**src/rtl/cpm_pkg.sv**
```systemverilog
// shared constants for the two-channel capture block
// Functional notes
// [RULE1] per channel 8-bit capture kind, 0..4, default 0
// [RULE2] kind 0 latches position from selected feedback
// [RULE3] kind 1 latches drive time, separate result
// [RULE4] kind 2 latches clock time, not readable
// [RULE5] kind 2 without clock-sync fieldbus is rejected
// [RULE6] kind 3 loads source 10, rising, ignore precondition
// [RULE7] kind 3 arms at once, re-triggers continuously
// [RULE8] loaded kind 3 settings stay writable by software
// [RULE9] kind 4 like kind 0 but re-arms itself
// [RULE10] position result read-only signed 64-bit, reset zero
// [RULE11] position scaled in selected source's own units
// [RULE12] smoothing select 0..2 stored, no effect
// [RULE13] arm clears after capture unless kind re-arms
// [RULE14] event modes: ignore, after edge, while high/low
// [RULE15] feedback source: three feedbacks, loop, external encoder
// [RULE16] 40 ns tick; same-tick edges are no trigger
// [RULE17] kind above 4 rejected, stored kind unchanged
// [RULE18] auto re-arm holds from cycle after store
package cpm_pkg;
	localparam int CPM_CHANNELS = 2;
	localparam int CPM_PINS = 32;
	// parameter access addresses, channel 0 then channel 1
	localparam logic [7:0] CPM_ADDR_ARM [CPM_CHANNELS] = '{8'h38, 8'h52};
	localparam logic [7:0] CPM_ADDR_EVENT [CPM_CHANNELS] = '{8'h3A, 8'h54};
	localparam logic [7:0] CPM_ADDR_SMOOTH [CPM_CHANNELS] = '{8'h3C, 8'h56};
	localparam logic [7:0] CPM_ADDR_KIND [CPM_CHANNELS] = '{8'h3E, 8'h58};
	localparam logic [7:0] CPM_ADDR_POS [CPM_CHANNELS] = '{8'h40, 8'h5A};
	localparam logic [7:0] CPM_ADDR_CFG [CPM_CHANNELS] = '{8'h70, 8'h71};
	localparam logic [7:0] CPM_ADDR_TIME [CPM_CHANNELS] = '{8'h72, 8'h73};
	// capture kinds
	localparam logic [7:0] CPM_KIND_POS = 8'h00;
	localparam logic [7:0] CPM_KIND_TIME = 8'h01;
	localparam logic [7:0] CPM_KIND_DCT = 8'h02;
	localparam logic [7:0] CPM_KIND_INDEX = 8'h03;
	localparam logic [7:0] CPM_KIND_AUTO = 8'h04;
	localparam logic [63:0] CPM_KIND_MAX = 64'h4;
	localparam logic [63:0] CPM_SMOOTH_MAX = 64'h2;
	localparam logic [63:0] CPM_EVENT_MAX = 64'h3;
	// configuration word fields
	localparam int CPM_CFG_W = 20;
	localparam int CPM_CFG_TRIG_LSB = 0;
	localparam int CPM_CFG_EDGE_LSB = 5;
	localparam int CPM_CFG_FB_LSB = 8;
	localparam int CPM_CFG_PRE_LSB = 12;
	localparam int CPM_CFG_PREEDGE_LSB = 18;
	localparam logic [CPM_CFG_W-1:0] CPM_CFG_RESET = 20'h40020;
	// automatic load for the index-homing kind
	localparam logic [4:0] CPM_INDEX_TRIG = 5'h0A;
	localparam logic [1:0] CPM_EDGE_RISE = 2'h1;
	localparam logic [1:0] CPM_EVENT_IGNORE = 2'h0;
	localparam logic [1:0] CPM_EVENT_AFTER = 2'h1;
	localparam logic [1:0] CPM_EVENT_HIGH = 2'h2;
	// feedback sources
	localparam logic [2:0] CPM_FB_ONE = 3'h0;
	localparam logic [2:0] CPM_FB_TWO = 3'h1;
	localparam logic [2:0] CPM_FB_THREE = 3'h2;
	localparam logic [2:0] CPM_FB_LOOP = 3'h3;
	localparam logic [2:0] CPM_FB_EXT = 3'h4;
	// trigger sampling tick, least time rounded up
	localparam int CPM_CLK_PERIOD_PS = 25000;
	localparam int CPM_TICK_NS = 40;
	localparam int CPM_TICK_CYCLES = (CPM_TICK_NS * 1000 + CPM_CLK_PERIOD_PS - 1) / CPM_CLK_PERIOD_PS;
endpackage

```
**src/rtl/cpm_chan_if.sv**
```systemverilog
// settings and capture result passed between top and one channel
`timescale 1ns/1ps
interface cpm_chan_if;
	logic [4:0] trigSource;
	logic [1:0] trigEdge;
	logic [1:0] eventMode;
	logic [2:0] fbSource;
	logic [4:0] preSource;
	logic [1:0] preEdge;
	logic [7:0] kind;
	logic arm;
	logic capPulse;
	logic [63:0] capValue;
	modport top (output trigSource, trigEdge, eventMode, fbSource, preSource, preEdge, kind, arm,
		input capPulse, capValue);
	modport chan (input trigSource, trigEdge, eventMode, fbSource, preSource, preEdge, kind, arm,
		output capPulse, capValue);
endinterface

```
**src/rtl/cpm_top.sv**
```systemverilog
// capture block top: parameter access, settings and result registers
`timescale 1ns/1ps
module cpm_top
	import cpm_pkg::*;
(
	input wire logic mclk,
	input wire logic rst_n,
	input wire logic [CPM_PINS-1:0] trigPins,
	input wire logic [63:0] fb1Pos,
	input wire logic [63:0] fb2Pos,
	input wire logic [63:0] fb3Pos,
	input wire logic [63:0] loopPos,
	input wire logic [63:0] extEncPos,
	input wire logic [63:0] driveTime,
	input wire logic [63:0] dcTime,
	input wire logic dcSystem,
	input wire logic [7:0] paramAddr,
	input wire logic paramWr,
	input wire logic paramRd,
	input wire logic [63:0] paramWdata,
	output logic [63:0] paramRdata_reg,
	output logic paramAck_reg,
	output logic paramErr_reg
);
	import cpm_pkg::*;

	logic [CPM_PINS-1:0] pinsA_reg, pinsB_reg;
	logic [1:0] tickCnt_reg, tickCnt_next;
	logic tick_reg, tick_next;
	logic armReg [CPM_CHANNELS];
	logic armNext [CPM_CHANNELS];
	logic [1:0] evtReg [CPM_CHANNELS];
	logic [1:0] evtNext [CPM_CHANNELS];
	logic [7:0] smoothReg [CPM_CHANNELS];
	logic [7:0] smoothNext [CPM_CHANNELS];
	logic [7:0] kindReg [CPM_CHANNELS];
	logic [7:0] kindNext [CPM_CHANNELS];
	logic [CPM_CFG_W-1:0] cfgReg [CPM_CHANNELS];
	logic [CPM_CFG_W-1:0] cfgNext [CPM_CHANNELS];
	logic [63:0] posReg [CPM_CHANNELS];
	logic [63:0] posNext [CPM_CHANNELS];
	logic [63:0] timeReg [CPM_CHANNELS];
	logic [63:0] timeNext [CPM_CHANNELS];
	logic [63:0] dctReg [CPM_CHANNELS];
	logic [63:0] dctNext [CPM_CHANNELS];
	logic capPulse [CPM_CHANNELS];
	logic [63:0] capValue [CPM_CHANNELS];
	logic [63:0] paramRdata_next;
	logic paramAck_next, paramErr_next, hit;

	cpm_chan_if chIf [CPM_CHANNELS] ();

	// pins are asynchronous, two flops before use
	always_ff @(posedge mclk) begin
		if (!rst_n) begin
			pinsA_reg <= '0;
			pinsB_reg <= '0;
		end else begin
			pinsA_reg <= trigPins;
			pinsB_reg <= pinsA_reg;
		end
	end

	// sampling tick divider, 40 ns rounds up to two cycles
	always_comb begin
		tickCnt_next = tickCnt_reg + 2'h1;
		tick_next = 1'b0;
		if (tickCnt_reg == 2'(CPM_TICK_CYCLES - 1)) begin // RULE16
			tickCnt_next = 2'h0;
			tick_next = 1'b1;
		end
	end

	always_ff @(posedge mclk) begin
		if (!rst_n) begin
			tickCnt_reg <= 2'h0;
			tick_reg <= 1'b0;
		end else begin
			tickCnt_reg <= tickCnt_next;
			tick_reg <= tick_next;
		end
	end

	// channels and their settings wiring
	for (genvar g = 0; g < CPM_CHANNELS; g++) begin : gChan
		assign chIf[g].trigSource = cfgReg[g][CPM_CFG_TRIG_LSB +: 5];
		assign chIf[g].trigEdge = cfgReg[g][CPM_CFG_EDGE_LSB +: 2];
		assign chIf[g].fbSource = cfgReg[g][CPM_CFG_FB_LSB +: 3];
		assign chIf[g].preSource = cfgReg[g][CPM_CFG_PRE_LSB +: 5];
		assign chIf[g].preEdge = cfgReg[g][CPM_CFG_PREEDGE_LSB +: 2];
		assign chIf[g].eventMode = evtReg[g];
		assign chIf[g].kind = kindReg[g];
		assign chIf[g].arm = armReg[g];
		assign capPulse[g] = chIf[g].capPulse;
		assign capValue[g] = chIf[g].capValue;

		cpm_channel uChan (
			.mclk(mclk),
			.rst_n(rst_n),
			.tick(tick_reg),
			.pinsSync(pinsB_reg),
			.fb1Pos(fb1Pos),
			.fb2Pos(fb2Pos),
			.fb3Pos(fb3Pos),
			.loopPos(loopPos),
			.extEncPos(extEncPos),
			.driveTime(driveTime),
			.dcTime(dcTime),
			.ch(chIf[g])
		);
	end

	// captures first, then parameter writes so a software set wins
	always_comb begin
		paramRdata_next = paramRdata_reg;
		paramAck_next = paramWr | paramRd;
		paramErr_next = 1'b0;
		hit = 1'b0;
		for (int c = 0; c < CPM_CHANNELS; c++) begin
			armNext[c] = armReg[c];
			evtNext[c] = evtReg[c];
			smoothNext[c] = smoothReg[c];
			kindNext[c] = kindReg[c];
			cfgNext[c] = cfgReg[c];
			posNext[c] = posReg[c];
			timeNext[c] = timeReg[c];
			dctNext[c] = dctReg[c];
			if (capPulse[c]) begin
				case (kindReg[c])
					CPM_KIND_TIME: timeNext[c] = capValue[c]; // RULE3
					CPM_KIND_DCT: dctNext[c] = capValue[c]; // RULE4
					default: posNext[c] = capValue[c]; // RULE2 RULE9
				endcase
				if (kindReg[c] != CPM_KIND_INDEX && kindReg[c] != CPM_KIND_AUTO) begin
					armNext[c] = 1'b0; // RULE13 RULE18
				end
			end
			if (paramWr) begin
				if (paramAddr == CPM_ADDR_ARM[c]) begin
					hit = 1'b1;
					armNext[c] = paramWdata[0];
					if (paramWdata[0]) begin
						posNext[c] = 64'h0; // arming clears the old position result
					end
				end else if (paramAddr == CPM_ADDR_EVENT[c]) begin
					hit = 1'b1;
					paramErr_next = paramWdata > CPM_EVENT_MAX;
					if (paramWdata <= CPM_EVENT_MAX) begin
						evtNext[c] = paramWdata[1:0];
					end
				end else if (paramAddr == CPM_ADDR_SMOOTH[c]) begin
					hit = 1'b1;
					paramErr_next = paramWdata > CPM_SMOOTH_MAX;
					if (paramWdata <= CPM_SMOOTH_MAX) begin
						smoothNext[c] = paramWdata[7:0]; // RULE12
					end
				end else if (paramAddr == CPM_ADDR_KIND[c]) begin
					hit = 1'b1;
					if (paramWdata > CPM_KIND_MAX) begin
						paramErr_next = 1'b1; // RULE17
					end else if (paramWdata[7:0] == CPM_KIND_DCT && !dcSystem) begin
						paramErr_next = 1'b1; // RULE5
					end else begin
						kindNext[c] = paramWdata[7:0]; // RULE1
						if (paramWdata[7:0] == CPM_KIND_INDEX) begin
							cfgNext[c][CPM_CFG_TRIG_LSB +: 5] = CPM_INDEX_TRIG; // RULE6
							cfgNext[c][CPM_CFG_EDGE_LSB +: 2] = CPM_EDGE_RISE; // RULE6
							evtNext[c] = CPM_EVENT_IGNORE; // RULE6
							armNext[c] = 1'b1; // RULE7
						end
					end
				end else if (paramAddr == CPM_ADDR_CFG[c]) begin
					hit = 1'b1;
					cfgNext[c] = paramWdata[CPM_CFG_W-1:0]; // RULE8
				end else if (paramAddr == CPM_ADDR_POS[c] || paramAddr == CPM_ADDR_TIME[c]) begin
					hit = 1'b1;
					paramErr_next = 1'b1; // RULE10
				end
			end
			if (paramRd) begin
				if (paramAddr == CPM_ADDR_ARM[c]) begin
					hit = 1'b1;
					paramRdata_next = {63'h0, armReg[c]};
				end else if (paramAddr == CPM_ADDR_EVENT[c]) begin
					hit = 1'b1;
					paramRdata_next = {62'h0, evtReg[c]};
				end else if (paramAddr == CPM_ADDR_SMOOTH[c]) begin
					hit = 1'b1;
					paramRdata_next = {56'h0, smoothReg[c]};
				end else if (paramAddr == CPM_ADDR_KIND[c]) begin
					hit = 1'b1;
					paramRdata_next = {56'h0, kindReg[c]};
				end else if (paramAddr == CPM_ADDR_CFG[c]) begin
					hit = 1'b1;
					paramRdata_next = {44'h0, cfgReg[c]};
				end else if (paramAddr == CPM_ADDR_POS[c]) begin
					hit = 1'b1;
					paramRdata_next = posReg[c]; // RULE10
				end else if (paramAddr == CPM_ADDR_TIME[c]) begin
					hit = 1'b1;
					paramRdata_next = timeReg[c];
				end
			end
		end
		if ((paramWr || paramRd) && !hit) begin
			paramErr_next = 1'b1; // unmapped address
		end
		if (paramRd && !hit) begin
			paramRdata_next = 64'h0;
		end
	end

	// settings, results and access answer
	always_ff @(posedge mclk) begin
		if (!rst_n) begin
			paramRdata_reg <= 64'h0;
			paramAck_reg <= 1'b0;
			paramErr_reg <= 1'b0;
			for (int c = 0; c < CPM_CHANNELS; c++) begin
				armReg[c] <= 1'b0;
				evtReg[c] <= CPM_EVENT_IGNORE;
				smoothReg[c] <= 8'h00;
				kindReg[c] <= CPM_KIND_POS;
				cfgReg[c] <= CPM_CFG_RESET;
				posReg[c] <= 64'h0;
				timeReg[c] <= 64'h0;
				dctReg[c] <= 64'h0;
			end
		end else begin
			paramRdata_reg <= paramRdata_next;
			paramAck_reg <= paramAck_next;
			paramErr_reg <= paramErr_next;
			for (int c = 0; c < CPM_CHANNELS; c++) begin
				armReg[c] <= armNext[c];
				evtReg[c] <= evtNext[c];
				smoothReg[c] <= smoothNext[c];
				kindReg[c] <= kindNext[c];
				cfgReg[c] <= cfgNext[c];
				posReg[c] <= posNext[c];
				timeReg[c] <= timeNext[c];
				dctReg[c] <= dctNext[c];
			end
		end
	end

	// checks on channel 0, channel 1 shares the same logic
	property p_kind_reject;
		@(posedge mclk) disable iff (!rst_n)
		paramWr && paramAddr == CPM_ADDR_KIND[0] && paramWdata > CPM_KIND_MAX
		|=> paramErr_reg && paramAck_reg && $stable(kindReg[0]);
	endproperty
	a_kind_reject: assert property (p_kind_reject) else $error("bad kind accepted"); // RULE17
	property p_dct_reject;
		@(posedge mclk) disable iff (!rst_n)
		paramWr && paramAddr == CPM_ADDR_KIND[0] && paramWdata == 64'h2 && !dcSystem
		|=> paramErr_reg && $stable(kindReg[0]);
	endproperty
	a_dct_reject: assert property (p_dct_reject) else $error("clock kind accepted"); // RULE5
	property p_index_load;
		@(posedge mclk) disable iff (!rst_n)
		paramWr && paramAddr == CPM_ADDR_KIND[0] && paramWdata == 64'h3
		|=> chIf[0].trigSource == 5'h0A && chIf[0].trigEdge == 2'h1 && evtReg[0] == 2'h0;
	endproperty
	a_index_load: assert property (p_index_load) else $error("index settings not loaded"); // RULE6
	property p_index_arm;
		@(posedge mclk) disable iff (!rst_n)
		paramWr && paramAddr == CPM_ADDR_KIND[0] && paramWdata == 64'h3
		|=> armReg[0] ##1 (armReg[0] || $past(paramWr && paramAddr == CPM_ADDR_ARM[0]));
	endproperty
	a_index_arm: assert property (p_index_arm) else $error("index kind not armed"); // RULE7
	property p_arm_clear;
		@(posedge mclk) disable iff (!rst_n)
		capPulse[0] && kindReg[0] == 8'h00
		&& !(paramWr && (paramAddr == CPM_ADDR_ARM[0] || paramAddr == CPM_ADDR_KIND[0]))
		|=> !armReg[0];
	endproperty
	a_arm_clear: assert property (p_arm_clear) else $error("arm kept after capture"); // RULE13
	property p_rearm;
		@(posedge mclk) disable iff (!rst_n)
		capPulse[0] && kindReg[0] == 8'h04 && !paramWr |=> armReg[0];
	endproperty
	a_rearm: assert property (p_rearm) else $error("auto kind not re-armed"); // RULE9
	property p_pos_latch;
		@(posedge mclk) disable iff (!rst_n)
		capPulse[0] && kindReg[0] == 8'h00 && !paramWr |=> posReg[0] == $past(capValue[0]);
	endproperty
	a_pos_latch: assert property (p_pos_latch) else $error("position not latched"); // RULE2
	property p_time_latch;
		@(posedge mclk) disable iff (!rst_n)
		capPulse[0] && kindReg[0] == 8'h01 && !paramWr
		|=> timeReg[0] == $past(capValue[0]) && $stable(posReg[0]);
	endproperty
	a_time_latch: assert property (p_time_latch) else $error("time not latched"); // RULE3
	property p_smooth_range;
		@(posedge mclk) disable iff (!rst_n)
		paramWr && paramAddr == CPM_ADDR_SMOOTH[0] && paramWdata > 64'h2
		|=> paramErr_reg && $stable(smoothReg[0]);
	endproperty
	a_smooth_range: assert property (p_smooth_range) else $error("smoothing out of range"); // RULE12
endmodule

```
**src/rtl/cpm_channel.sv**
```systemverilog
// one capture channel: edge and precondition logic plus value select
`timescale 1ns/1ps
module cpm_channel
	import cpm_pkg::*;
(
	input wire logic mclk,
	input wire logic rst_n,
	input wire logic tick,
	input wire logic [CPM_PINS-1:0] pinsSync,
	input wire logic [63:0] fb1Pos,
	input wire logic [63:0] fb2Pos,
	input wire logic [63:0] fb3Pos,
	input wire logic [63:0] loopPos,
	input wire logic [63:0] extEncPos,
	input wire logic [63:0] driveTime,
	input wire logic [63:0] dcTime,
	cpm_chan_if.chan ch
);
	import cpm_pkg::*;

	logic trigPrev_reg, trigPrev_next;
	logic prePrev_reg, prePrev_next;
	logic preSeen_reg, preSeen_next;
	logic cap_reg, cap_next;
	logic [63:0] value_reg, value_next;
	logic trigNow, preNow, trigHit, preHit, fire;
	logic [63:0] srcValue;

	// quantity picked by kind, position units follow the source
	always_comb begin
		case (ch.fbSource) // RULE15 RULE11
			CPM_FB_ONE: srcValue = fb1Pos;
			CPM_FB_TWO: srcValue = fb2Pos;
			CPM_FB_THREE: srcValue = fb3Pos;
			CPM_FB_LOOP: srcValue = loopPos;
			CPM_FB_EXT: srcValue = extEncPos;
			default: srcValue = 64'h0;
		endcase
		if (ch.kind == CPM_KIND_TIME) begin
			srcValue = driveTime; // RULE3
		end else if (ch.kind == CPM_KIND_DCT) begin
			srcValue = dcTime; // RULE4
		end
	end

	// trigger evaluation only on the sampling tick
	always_comb begin
		trigNow = pinsSync[ch.trigSource];
		preNow = pinsSync[ch.preSource];
		trigHit = (ch.trigEdge[0] & trigNow & ~trigPrev_reg) | (ch.trigEdge[1] & ~trigNow & trigPrev_reg);
		preHit = (ch.preEdge[0] & preNow & ~prePrev_reg) | (ch.preEdge[1] & ~preNow & prePrev_reg);
		case (ch.eventMode) // RULE14
			CPM_EVENT_IGNORE: fire = trigHit;
			CPM_EVENT_AFTER: fire = trigHit & preSeen_reg & ~preHit; // RULE16
			CPM_EVENT_HIGH: fire = trigHit & preNow;
			default: fire = trigHit & ~preNow;
		endcase
		fire = fire & tick & ch.arm;
		trigPrev_next = tick ? trigNow : trigPrev_reg;
		prePrev_next = tick ? preNow : prePrev_reg;
		preSeen_next = preSeen_reg;
		if (!ch.arm || fire) begin
			preSeen_next = 1'b0; // a fresh precondition edge is needed per capture
		end else if (tick && preHit) begin
			preSeen_next = 1'b1;
		end
		cap_next = fire;
		value_next = fire ? srcValue : value_reg;
	end

	// channel state registers
	always_ff @(posedge mclk) begin
		if (!rst_n) begin
			trigPrev_reg <= 1'b0;
			prePrev_reg <= 1'b0;
			preSeen_reg <= 1'b0;
			cap_reg <= 1'b0;
			value_reg <= 64'h0;
		end else begin
			trigPrev_reg <= trigPrev_next;
			prePrev_reg <= prePrev_next;
			preSeen_reg <= preSeen_next;
			cap_reg <= cap_next;
			value_reg <= value_next;
		end
	end

	assign ch.capPulse = cap_reg;
	assign ch.capValue = value_reg;

	property p_same_tick;
		@(posedge mclk) disable iff (!rst_n)
		tick && ch.eventMode == CPM_EVENT_AFTER && preHit |=> !cap_reg;
	endproperty
	a_same_tick: assert property (p_same_tick) else $error("same-tick precondition fired"); // RULE16
endmodule

```
**config.mk**
```make
export PLATFORM = sky130hd
export DESIGN_NAME = cpm_top
export DESIGN_NICKNAME = d
export VERILOG_FILES = /design/src/rtl/cpm_pkg.sv /design/src/rtl/cpm_chan_if.sv /design/src/rtl/cpm_top.sv /design/src/rtl/cpm_channel.sv
export SDC_FILE = /design/constraint.sdc
export NUM_CORES = 2
export LEC_CHECK = 0
export BUFFER_PORTS_ARGS = -buffer_cell sky130_fd_sc_hd__clkbuf_2
export CAP_MARGIN = 20
export CORE_MARGIN = 1
export CORE_UTILIZATION = 55
export DETAILED_ROUTE_END_ITERATION = 10
export PLACE_DENSITY = 0.8
export SYNTH_ARGS = -nofsm -noshare
export SYNTH_HDL_FRONTEND = slang
export SYNTH_SLANG_ARGS = --single-unit
export TNS_END_PERCENT = 20
```
**constraint.sdc**
```tcl
create_clock -name mclk -period 4.7 [get_ports mclk]
set_input_delay 0.94 -clock mclk [delete_from_list [all_inputs] [get_ports mclk]]
set_output_delay 0.94 -clock mclk [all_outputs]
set_load 0.02 [all_outputs]
```
==> summary.txt <==
boundary pin count - 623
Final Routed Wirelength - 128 mm
met3 usage - 9.59%
worst hold stages - 1
total leakage power - 14.2 nW
placed instance count - 5119
Worst Setup End Kind - flip-flop
worst reg2reg setup slack - 0.96 ns
synthesis warning total - 0
drt drc - 0
hold wc startpoint - tickCnt_reg[0]
met2 usage in global routing - 61.2%
combined area of all synthesized cells - 31600 um2
largest delay contributor family on the critical path - simple AND/OR/NAND/NOR gates
floorplan die height - 242 um
switching part of the total power - 23.8%
setup skew after layout - 0.0497 ns
maximum operating frequency - 267 MHz
worst path required time - 5.27 ns
number of distinct library cells after synthesis - 74
maximum resistive drop on vdd - 336 uV
Final period util - 79.6%
fill cell count - 4953
Worst path max stage delay - 0.92 ns
Site Rows - 87
Initial Utilization - 55.9%
part of the Yosys area used for sequential elements - 38.3%
number of buffers added on ports - 622
Final Critical Period - 3.74 ns
leading post-synthesis cells by cell area - sky130_fd_sc_hd__dfxtp_1, sky130_fd_sc_hd__nand2_1, sky130_fd_sc_hd__mux2i_1, sky130_fd_sc_hd__a21oi_1, sky130_fd_sc_hd__o211ai_1
switching power total - 2.59 mW
crit-path max FO - 44
Num Clock Sinks - 603
die area - 58300 um2
setup violation total in the final timing report - 0
clock insertion delay at the later pin of the skew report - 0.67 ns
share of cells above drive strength 1 - 19.0%
part of the total power dissipated in sequential elements - 47.6%
TritonCTS clock tree - yes
H-Tree Depth - 2
path category of the worst min-delay check - reg2reg
clock network fraction of total power - 44.9%
area of the core region - 56500 um2
number of maximum-capacitance violations - 0
Post-Syn Instances - 4030
critical path arrival - 4.31 ns
weighted congestion reported at the end of routability-driven placement - 1.02
Num CTS Buffers - 59
CTS clk-pin slew, worst paths - 0.06 ns
number of global-route vias before repair - 30800
Pre-antenna DRT Iters - 10
slowest stage cell on the critical path - sky130_fd_sc_hd__dfxtp_1
fraction of synthesis flops using an asynchronous set or reset pin - 0%
estimated wirelength of the detail-placed design - 88.8 mm
largest buffer count on any clock path - 3
overall die width - 242 um
kind of critical path - reg2reg
relative contribution of combinational cells to total power - 7.4%
library cell with the largest summed area after synthesis - sky130_fd_sc_hd__dfxtp_1
unrepaired setup endpoints after global routing - no
count of pins over their slew limit - 0
number of flops mapped to enable cells by yosys - 0
synthesis-stage register bit count - 603
GRT Util Overall - 41.8%
gr busiest metal - met2
final net count - 4983
initial antenna violation count - 37
final hold slack - 0.424 ns
fraction of met1 tracks used by global routing - 55.8%
aggregate global routing overflow - 0
depth of the critical timing path with buffers and inverters included - 8
area share of the largest cell type after synthesis - 38.3%
number of nets still failing antenna checks after routing - 0
detail-routed net length per standard cell - 24.4 um
Reg2Reg Launch Point - cfgReg[0][1]
CTS hold repair buffers - 0
run status - completed
detailed-route vias per instance - 6.44
number of setup buffers added after CTS - 0
Avg Inst Size Synth - 7.83 um2
first-pass GRT wire length - 190 mm
total power density per cell area - 293 nW/um2
post-cts sizing count - 0
number of DRC markers after the initial detailed-route iteration - 4224
dominant synthesized flop cell - sky130_fd_sc_hd__dfxtp_1
cell count of the worst reg-to-reg path - 8
area growth from synthesis to layout - 17.5%
Via Count - 33900
largest net degree at the start of global routing - 186
Net Count, Synth - 4588
Final Hold Vio Count - 0
Total Neg Setup Slack - 0 ns
endpoint of the worst register-to-register path - gChan[0].uChan.ch.capValue[30]
sum of buffers and inverters on the critical path - 0
critical path, cell by cell - mux2i_1, a311oi_1, nand3_2, nand2_1, or4_4, a2111oi_4, nand3_4, o2bb2ai_1
worst-margin pin slew - 1.17 ns
Rel. slew slack - 21.9%
Clock Root Buffer - sky130_fd_sc_hd__clkbuf_16
critical path capture point - gChan[0].uChan.ch.capValue[30]
internal power of the cells - 8.27 mW
Worst Setup SP - cfgReg[0][1]
startpoint type of the worst setup path - flip-flop
Finished Layout Cells - 5259
## through the flow
step | utilization, % | instance area, um2 | total power, mW | setup WS [ns]
2_1_floorplan | - | 31600 | 5.62 | 1.70
3_3_place_gp | 61.9 | 34900 | 6.06 | 0.780
3_5_place_dp | 61.9 | 34900 | 6.07 | 0.767
4_1_cts | 65.4 | 37000 | 10.8 | 0.998
5_1_grt | 65.6 | 37100 | 11.1 | 0.620
6_report | 65.6 | 37100 | 10.9 | 0.957
## layer usage
metal | vias up | share of wire [%]
met2 | 2291 | 42
met3 | 465 | 12
met5 | - | 0.048
li1 | 15400 | -
met1 | 15700 | 39
met4 | 10 | 6.8
## logic make-up after synthesis
kind of cell               after synthesis  synth area share (%)
xor gates and xnor gates                 2                0.0555
muxes                                  345                  11.1
adders and majority gates                1                0.0396
AOI/OAI and AO/OA                     1264                  26.3
DFF                                    603                  38.3
and+or+nand+nor                       1436                  19.2
buffers and inverters                  379                  5.04
## worst min path at each step
stage | to | slack, ns
5_1_grt | tickCnt_reg[0] | 0.44
3_5_place_dp | tickCnt_reg[0] | 0.42
4_1_cts | tickCnt_reg[0] | 0.42
2_1_floorplan | tickCnt_reg[0] | 0.40
6_report | tickCnt_reg[0] | 0.42
3_3_place_gp | tickCnt_reg[0] | 0.41
## cells in the mapped netlist, drive strengths merged (45+ instances only)
cell,number
buf,69
nand3,47
a211oi,78
a21oi,378
mux2i,338
nand2,1024
and2,70
dfxtp,603
o211ai,217
a221oi,132
o2bb2ai,45
nor2,142
clkbuf,293
o21ai,245
## placed cells by master (no fill, tap or decap), types with 59 or more instances in the layout
master / n
sky130_fd_sc_hd__and2_1: 68
sky130_fd_sc_hd__buf_4: 63
sky130_fd_sc_hd__o21ai_0: 242
sky130_fd_sc_hd__clkbuf_16: 59
sky130_fd_sc_hd__a211oi_1: 78
sky130_fd_sc_hd__nor2_1: 138
sky130_fd_sc_hd__nand2_1: 1019
sky130_fd_sc_hd__a21oi_1: 377
sky130_fd_sc_hd__o211ai_1: 217
sky130_fd_sc_hd__a221oi_1: 132
sky130_fd_sc_hd__clkbuf_2: 621
sky130_fd_sc_hd__mux2i_1: 338
sky130_fd_sc_hd__dfxtp_1: 601
## cell type report
type	instances	area [um2]	area share, %
Antenna cell	32	80.1	0.216
Clock buffer	93	1830	4.95
Clock inverter	14	183	0.493
Inverter	17	68.8	0.186
Multi-Input combinational cell	3048	18100	48.7
Sequential cell	603	12100	32.6
Tap cell	756	946	2.55
Timing Repair Buffer	696	3810	10.3
## worst reg2reg max path, cell delays in order, from the launching register on
cell and delay, ns:
sky130_fd_sc_hd__dfxtp_1 0.92, sky130_fd_sc_hd__mux2i_1 0.28, sky130_fd_sc_hd__a311oi_1 0.13, sky130_fd_sc_hd__nand3_2 0.11, sky130_fd_sc_hd__nand2_1 0.09, sky130_fd_sc_hd__or4_4 0.56
sky130_fd_sc_hd__a2111oi_4 0.54, sky130_fd_sc_hd__nand3_4 0.62, sky130_fd_sc_hd__o2bb2ai_1 0.46
## power by group through the flow
stage          clock network [mW]  registers, mW  logic (mW)
2_1_floorplan                   0           5.27       0.347
4_1_cts                      4.88           5.17       0.784
3_5_place_dp                    0           5.29       0.780
6_report                     4.88           5.17       0.806
3_3_place_gp                    0           5.29       0.773
5_1_grt                      5.08           5.17       0.858
Note: power is estimated with default switching activity, not from simulation.
